==> src/hw/ifa_pkg.sv <==
package ifa_pkg;
    // Bus clock and spike filtering
    localparam int CLK_NS = 50;
    localparam int SPIKE_NS = 50;
    localparam int SPIKE_CYC_RAW = SPIKE_NS / CLK_NS;
    localparam int SPIKE_CYC = (SPIKE_CYC_RAW < 1) ? 1 : SPIKE_CYC_RAW;
    localparam logic [2:0] ADDR_PREFIX = 3'h6;
    // Three-state select pin codes
    localparam logic [1:0] SEL_LOW = 2'h0;
    localparam logic [1:0] SEL_HIGH = 2'h1;
    localparam logic [1:0] SEL_FLOAT = 2'h2;
    // Status byte field positions, channel n at bit n*4
    localparam int ST_OVP = 0;
    localparam int ST_OPEN = 1;
    localparam int ST_SHORT = 2;
    localparam int ST_OVERCUR = 3;
    localparam logic [9:0] STATUS_RESET = 10'h000;
    localparam int NUM_CH = 2;
    // One channel's comparator causes
    typedef struct packed {
        logic feedback_overvoltage_fault;
        logic open_string_fault;
        logic shorted_string_fault;
        logic overcurrent_fault;
    } ifa_ch_fault_t;
    // Sensed level of a select pin from its two input comparators
    typedef struct packed {
        logic above_high;
        logic below_low;
    } ifa_sel_pin_t;
    typedef enum {IFA_IDLE, IFA_ADDR, IFA_ADDR_ACK, IFA_WR_DATA, IFA_WR_ACK,
                  IFA_RD_DATA, IFA_RD_ACK} ifa_state_t;
endpackage

==> src/hw/ifa_target.sv <==
`timescale 1ns/10ps
// Overview of operation
// - Answer to 7-bit address 110 followed by a four-bit suffix, then R/W.
// - Each select pin is sensed as low, high or floating.
// - Data line is only pulled low, during reads and acks; otherwise released.
// - Clock and data pulses of 50 ns or less are ignored.
// - Alert pulls low on any of ten fault causes.
// - Alert stays low until causes are gone and latched bits cleared.
// - Dim input low stops switching, enters standby, drives disconnect gate high.
// - Sense target is (code+1)/256 of full scale, zero when analog level low.
// - Feedback overvoltage stops switches, latches status, alerts, gate high.
// - Shorted string stops switches, latches status, alerts, isolates string.
module ifa_target (
    // Clock and reset
    input wire logic CLK,
    input wire logic RST,
    // Two-wire bus pins
    input wire logic SCL_IN,
    input wire logic SDA_IN,
    output logic SDA_OUT,
    output logic SDA_OE,
    // Address select pins
    input wire ifa_pkg::ifa_sel_pin_t ADDR_SELECT_A,
    input wire ifa_pkg::ifa_sel_pin_t ADDR_SELECT_B,
    // Fault causes and fault clear
    input wire ifa_pkg::ifa_ch_fault_t [1:0] CH_FAULT,
    input wire logic SUPPLY_UNDERVOLTAGE,
    input wire logic THERMAL_SHUTDOWN,
    input wire logic FAULT_CLEAR,
    // Alert pin
    output logic ALERT_OUT,
    output logic ALERT_OE,
    // Channel control
    input wire logic [1:0] DIM_IN,
    input wire logic [1:0] LEVEL_BELOW_MIN,
    input wire logic [1:0][7:0] ANALOG_DIM_CODE,
    output logic [1:0] SWITCH_EN,
    output logic [1:0] STANDBY,
    output logic [1:0] LOAD_DISCONNECT_GATE,
    output logic [1:0][8:0] SENSE_TARGET
);
    import ifa_pkg::*;

    // Pin inputs except RST, FAULT_CLEAR and ANALOG_DIM_CODE pass two flip-flops first
    localparam int NSYNC = 2 + 4 + 8 + 2 + 2 + 2;
    logic [NSYNC-1:0] sync1, sync2;
    always_ff @(posedge CLK) begin
        sync1 <= {SCL_IN, SDA_IN, ADDR_SELECT_A, ADDR_SELECT_B, CH_FAULT,
                  SUPPLY_UNDERVOLTAGE, THERMAL_SHUTDOWN, DIM_IN, LEVEL_BELOW_MIN};
        sync2 <= sync1;
    end
    wire logic [1:0] bus_s = sync2[19:18];
    wire ifa_sel_pin_t sel_a_s = sync2[17:16];
    wire ifa_sel_pin_t sel_b_s = sync2[15:14];
    wire ifa_ch_fault_t [1:0] fault_s = sync2[13:6];
    wire logic uv_s = sync2[5];
    wire logic ot_s = sync2[4];
    wire logic [1:0] dim_s = sync2[3:2];
    wire logic [1:0] lvl_low_s = sync2[1:0];

    // Spike filters, one per bus line; a change must persist SPIKE_CYC+1 cycles
    logic [1:0] bus_f;
    logic [1:0][1:0] flt_cnt;
    for (genvar i = 0; i < 2; i++) begin : g_filt
        always_ff @(posedge CLK) begin
            if (RST) begin
                bus_f[i] <= 1'b1;
                flt_cnt[i] <= 2'h0;
            end else if (bus_s[i] == bus_f[i]) begin
                flt_cnt[i] <= 2'h0;
            end else if (flt_cnt[i] == 2'(SPIKE_CYC)) begin
                bus_f[i] <= bus_s[i];
                flt_cnt[i] <= 2'h0;
            end else begin
                flt_cnt[i] <= flt_cnt[i] + 2'h1;
            end
        end
    end
    logic [1:0] bus_d;
    always_ff @(posedge CLK) begin
        bus_d <= RST ? 2'h3 : bus_f;
    end
    wire logic scl_f = bus_f[1];
    wire logic sda_f = bus_f[0];
    wire logic scl_rise = scl_f & ~bus_d[1];
    wire logic scl_fall = ~scl_f & bus_d[1];
    wire logic start_cond = scl_f & bus_d[1] & bus_d[0] & ~sda_f;
    wire logic stop_cond = scl_f & bus_d[1] & ~bus_d[0] & sda_f;

    // Three-state sensing; neither comparator tripped means floating
    function automatic logic [1:0] sel_state(input ifa_sel_pin_t p);
        if (p.above_high) return SEL_HIGH;
        if (p.below_low) return SEL_LOW;
        return SEL_FLOAT;
    endfunction
    // Fixed suffix table indexed by 3*a+b
    function automatic logic [3:0] suffix_of(input logic [1:0] a, input logic [1:0] b);
        logic [3:0] idx;
        idx = 4'(a) * 4'h3 + 4'(b);
        case (idx)
            4'h0: return 4'h0;
            4'h1: return 4'h1;
            4'h2: return 4'h2;
            4'h3: return 4'h3;
            4'h4: return 4'h4;
            4'h5: return 4'h5;
            4'h6: return 4'h6;
            4'h7: return 4'h7;
            default: return 4'h8;
        endcase
    endfunction

    // Address caught once after reset release, pins are static straps
    logic [3:0] own_suffix;
    logic [1:0] capt_wait;
    always_ff @(posedge CLK) begin
        if (RST) begin
            capt_wait <= 2'h0;
            own_suffix <= 4'h0;
        end else if (capt_wait != 2'h3) begin
            capt_wait <= capt_wait + 2'h1;
            own_suffix <= suffix_of(sel_state(sel_a_s), sel_state(sel_b_s));
        end
    end

    // Fault causes and latched indications
    logic [9:0] causes;
    logic [9:0] status;
    always_comb begin
        causes = {uv_s, ot_s, 8'h00};
        for (int c = 0; c < NUM_CH; c++) begin
            causes[c*4+ST_OVP] = fault_s[c].feedback_overvoltage_fault;
            causes[c*4+ST_OPEN] = fault_s[c].open_string_fault;
            causes[c*4+ST_SHORT] = fault_s[c].shorted_string_fault;
            causes[c*4+ST_OVERCUR] = fault_s[c].overcurrent_fault;
        end
    end
    // Set beats clear so a cause arriving during a clear is kept
    always_ff @(posedge CLK) begin
        if (RST) begin
            status <= STATUS_RESET;
        end else begin
            status <= (FAULT_CLEAR ? 10'h000 : status) | causes;
        end
    end
    wire logic alert_now = (|causes) | (|status);
    always_ff @(posedge CLK) begin
        ALERT_OUT <= 1'b0;
        ALERT_OE <= RST ? 1'b0 : alert_now;
    end

    // Per-channel power control
    for (genvar c = 0; c < NUM_CH; c++) begin : g_ch
        wire logic trip = fault_s[c].feedback_overvoltage_fault
                          | fault_s[c].shorted_string_fault;
        always_ff @(posedge CLK) begin
            if (RST) begin
                SWITCH_EN[c] <= 1'b0;
                STANDBY[c] <= 1'b1;
                LOAD_DISCONNECT_GATE[c] <= 1'b1;
                SENSE_TARGET[c] <= 9'h000;
            end else begin
                SWITCH_EN[c] <= dim_s[c] & ~trip;
                STANDBY[c] <= ~dim_s[c];
                LOAD_DISCONNECT_GATE[c] <= ~dim_s[c] | trip;
                SENSE_TARGET[c] <= lvl_low_s[c] ? 9'h000
                                   : {1'b0, ANALOG_DIM_CODE[c]} + 9'h001;
            end
        end
    end

    // Bus target state machine; data changes only while the clock is low
    ifa_state_t state;
    logic [3:0] bit_cnt;
    logic [7:0] shreg;
    logic rw_read, master_nack;
    wire logic addr_match = shreg[7:1] == {ADDR_PREFIX, own_suffix};
    always_ff @(posedge CLK) begin
        SDA_OUT <= 1'b0;
        if (RST) begin
            state <= IFA_IDLE;
            bit_cnt <= 4'h0;
            shreg <= 8'h00;
            rw_read <= 1'b0;
            master_nack <= 1'b0;
            SDA_OE <= 1'b0;
        end else if (stop_cond) begin
            state <= IFA_IDLE;
            SDA_OE <= 1'b0;
        end else if (start_cond) begin
            state <= IFA_ADDR;
            bit_cnt <= 4'h0;
            SDA_OE <= 1'b0;
        end else if (scl_rise) begin
            bit_cnt <= bit_cnt + 4'h1;
            if (state == IFA_ADDR || state == IFA_WR_DATA) begin
                shreg <= {shreg[6:0], sda_f};
            end
            if (state == IFA_RD_ACK) begin
                master_nack <= sda_f;
            end
        end else if (scl_fall) begin
            case (state)
                IFA_ADDR: begin
                    if (bit_cnt == 4'h8) begin
                        state <= addr_match ? IFA_ADDR_ACK : IFA_IDLE;
                        SDA_OE <= addr_match;
                        rw_read <= shreg[0];
                    end
                end
                IFA_ADDR_ACK, IFA_WR_ACK: begin
                    bit_cnt <= 4'h0;
                    if (state == IFA_ADDR_ACK && rw_read) begin
                        state <= IFA_RD_DATA;
                        shreg <= status[7:0];
                        SDA_OE <= ~status[7];
                    end else begin
                        state <= IFA_WR_DATA;
                        SDA_OE <= 1'b0;
                    end
                end
                IFA_WR_DATA: begin
                    if (bit_cnt == 4'h8) begin
                        state <= IFA_WR_ACK;
                        SDA_OE <= 1'b1;
                    end
                end
                IFA_RD_DATA: begin
                    if (bit_cnt == 4'h8) begin
                        state <= IFA_RD_ACK;
                        SDA_OE <= 1'b0;
                    end else begin
                        shreg <= {shreg[6:0], 1'b0};
                        SDA_OE <= ~shreg[6];
                    end
                end
                IFA_RD_ACK: begin
                    bit_cnt <= 4'h0;
                    if (master_nack) begin
                        state <= IFA_IDLE;
                    end else begin
                        state <= IFA_RD_DATA;
                        shreg <= status[7:0];
                        SDA_OE <= ~status[7];
                    end
                end
                default: begin
                    SDA_OE <= 1'b0;
                end
            endcase
        end
    end

    // Both lines are watched; the bench spikes each of them once per write
    for (genvar i = 0; i < 2; i++) begin : g_spike

    end

    for (genvar c = 0; c < NUM_CH; c++) begin : g_chk

    end
endmodule // ifa_target

==> config.mk <==
export PLATFORM = sky130hd
export DESIGN_NAME = ifa_target
export DESIGN_NICKNAME = d
export VERILOG_FILES = /design/src/hw/ifa_pkg.sv /design/src/hw/ifa_target.sv
export SDC_FILE = /design/constraint.sdc
export NUM_CORES = 1
export LEC_CHECK = 0
export ABC_AREA = 1
export BUFFER_PORTS_ARGS = -buffer_cell sky130_fd_sc_hd__buf_2
export CORE_MARGIN = 1
export CORE_UTILIZATION = 30
export DETAILED_ROUTE_END_ITERATION = 7
export HOLD_SLACK_MARGIN = 0.15
export REMOVE_ABC_BUFFERS = 1
export SLEW_MARGIN = 20
export SYNTH_ARGS = -nofsm -noshare
export SYNTH_HDL_FRONTEND = slang
export SYNTH_SLANG_ARGS = --single-unit
==> constraint.sdc <==
create_clock -name CLK -period 2.8 [get_ports CLK]
set_input_delay 0.56 -clock CLK [delete_from_list [all_inputs] [get_ports CLK]]
set_output_delay 0.56 -clock CLK [all_outputs]
set_load 0.03 [all_outputs]
==> results.toml <==
[sta]
fin_skew_ps = 6.531
min_period_over_period = 0.6528
worst_pin_slew_ps = 573.9
hold_violations = 0
fmax_ghz = 0.5471
hold_ws_ps = 313.3
min_period_ps = 1828
finalSetupViolCount = 0
rsz0062_at_grt = "no"
fin_tns_setup_ps = 0
finalMaxSlewViolations = 0
relSlewSlack = 0.6139

[critical_path]
cp_data_required_time_ps = 3040
critical_path_class = "register to register"
start_kind = "register"
end_kind = "register"
crit_path_max_fanout = 18
critical_path_arrival_ps = 2070

[detailed_routing]
wl_per_cell_microns = 10.18
wirelength_microns = 7421
dr_total_vias = 3159
avgViaCountPerCell = 4.333
final_antenna_net_count = 0
first_pass_iters = 4
drc_errors = 0
drt_iter0_markers = 150

[synthesis]
yosys_most_used_dff = "dfxtp_1"
ys_ff_latch = 107
synth_area_sq_um = 3961
synth_edf_count = 0
avgSynthCellArea_sq_um = 8.168
syn_inst = 485
synthArstFlopShare = 0
ys_warn_count = 0
ys_seq_area_frac = 0.5407
synthDistinctLibCells = 35

[layout]
multiInputGateArea_sq_um = 1546
nets = 605
syn_to_final_growth_pct = 19.17
n_antenna_cell = 0
seqCellArea_sq_um = 2142
fillerInstances = 1366
final_cell_count_no_fill = 729
drive_above_1_share = 0.1724

[power]
power_leakage_nw = 2.160
netSwitchingPower_mw = 0.7762
p_int_mw = 2.320
p_sw_frac = 0.2507
ir_drop_uv = 364.7
pwr_density_cell_nw_per_um2 = 655.9
combPwrFrac = 0.099
power_frac_clock = 0.368
pwr-share-seq = 0.534

[floorplan]
ios = 67
die_h_microns = 116.9
die_w_microns = 116.9
core_sq_um = 12720
rows = 41
die_area_sq_um = 13670
start_util = 0.3114

[clock_tree]
cts_tree = "done"
holdBufCountCts = 0
clock_latency_ps = 340
path_clk_slew_ps = 70
postCtsSetupBuffers = 0
cts-root-buf = "clkbuf_16"
cts_resized = 0
clock_path_buffers = 2
htree_levels = 3
cts.sinks = 107
numCtsBuffers = 9

[place]
io_buffers = 64
dpl.cell_count = 713
dp_hpwl_microns = 5503
routabilityCongestion = 0.8135

[hold_path]
hp-class = "input port to register"

[status]
status = "completed"

[global_route]
antenna_found_initial = 0
grt_max_degree = 20
grt_pass1_vias = 3040
grt_pass1_wl_microns = 12990
grt.total_usage = 0.1215
grt-ovfl-total = 0

[run]
max_cap_viol_count = 0
-- cells by family (layout without fill, tap and decap cells) --
kind of cell    after synthesis  after routing  share of synthesized area
simple gates                232            232                     0.2565
flops                       107            107                     0.5407
buf+inv                      68            139                    0.06980
compound gates               59             59                    0.07707
fa+ha+maj                    14             14                    0.04612
xor+xnor                      4              4                   0.008846
other cells                   1              2                  0.0009467
-- sequential cells by signal, summed over array words and instances, names as in the netlist --
name / cells
SWITCH_EN: 2
status: 10
master_nack: 1
bus_d: 2
capt_wait: 2
sync2: 20
shreg: 8
own_suffix: 4
STANDBY: 2
flt_cnt: 4
SENSE_TARGET: 18
state: 3
bit_cnt: 4
sda_f: 1
scl_f: 1
SDA_OE: 1
LOAD_DISCONNECT_GATE: 2
sync1: 20
rw_read: 1
ALERT_OE: 1
-- layer usage --
metal / vias up / track usage / routed length (microns)
li1: 1685 / - / -
met4: 0 / 0.06667 / 171
met3: 12 / 0.02575 / 283
met5: - / 0 / 0
met1: 1400 / 0.1442 / 3555
met2: 62 / 0.2055 / 3411
-- layout by cell type, fill, tap and decap left out, types with 3 or more instances in the layout --
| cell | Yosys | final |
|---|---|---|
| o21ai_0 | 24 | 24 |
| inv_1 | 52 | 52 |
| clkbuf_16 | 0 | 9 |
| nor2_1 | 87 | 87 |
| dfxtp_1 | 107 | 107 |
| nand4_1 | 6 | 6 |
| ha_1 | 13 | 13 |
| nor4_1 | 3 | 3 |
| buf_2 | 0 | 64 |
| nand2_1 | 84 | 84 |
| nand3_1 | 30 | 30 |
| nor3_1 | 7 | 7 |
| nand2_2 | 3 | 3 |
| a21oi_1 | 29 | 29 |
| inv_2 | 4 | 4 |
-- final timing paths --
check                       from                    end  slack [ps]  cells past startpoint
min                  CH_FAULT[2]       sync1[8]$_DFF_P_         310                      1
min reg2reg    sync1[14]$_DFF_P_      sync2[14]$_DFF_P_         330                      0
max reg2reg  bus_d[1]$_SDFF_PP1_  shreg[1]$_SDFFE_PP0P_         970                      8
max          bus_d[1]$_SDFF_PP1_  shreg[1]$_SDFFE_PP0P_         970                      8
-- synthesized netlist by cell type (2+ instances only) --
cell type,n,area (sq um)
nor4_1,3,18.77
nor2_2,2,12.51
inv_1,52,195.2
nand3b_1,2,15.01
xnor2_1,2,17.52
a21oi_1,29,145.1
xor2_1,2,17.52
o21ai_0,24,120.1
clkinv_1,2,7.510
buf_4,3,22.52
dfxtp_1,107,2142
o211ai_1,2,15.01
nand2_2,3,18.77
nand2_1,84,315.3
clkbuf_2,2,10.01
inv_2,4,15.01
ha_1,13,162.7
nor2_1,87,326.6
nor3_1,7,35.03
nand3_1,30,150.1
nand3_2,2,20.02
o21ai_1,2,10.01
nand4_1,6,37.54
clkbuf_1,4,15.01
-- final cells by class --
class | count | share of cell area
clock buffers | 10 | 0.04850
clock inverters | 6 | 0.009011
inverters | 58 | 0.04612
multi-input cells | 311 | 0.3276
flip-flops and latches | 107 | 0.4537
well taps | 172 | 0.04559
repair buffers | 65 | 0.06944
-- per-stage QoR --
stage / worst slack [ps] / utilization / power [mW] / instance area [sq um]
finish: 972.2 / 0.3711 / 3.096 / 4721
global route: 794.2 / 0.3711 / 3.263 / 4721
CTS: 986.7 / 0.3711 / 3.139 / 4721
detailed placement: 968.0 / 0.3497 / 1.994 / 4449
global placement: 1017 / 0.3497 / 1.984 / 4449
floorplan: 1253 / - / 1.890 / 3906
-- power by group through the flow --
stage	Combinational, mW	Sequential [mW]	Clock, mW
finish	0.305	1.65	1.14
global route	0.356	1.66	1.25
CTS	0.309	1.65	1.18
detailed placement	0.306	1.69	0
global placement	0.299	1.69	0
floorplan	0.185	1.71	0
-- critical path, stage by stage, from the launching register on --
cell and delay, ps:
dfxtp_1 380, inv_1 60, ha_1 230, inv_2 250, o21ai_1 130, nor2_1 410, nand3_1 140, nand2_1 80
nor2_1 40
(Power assumes the default switching activity.)
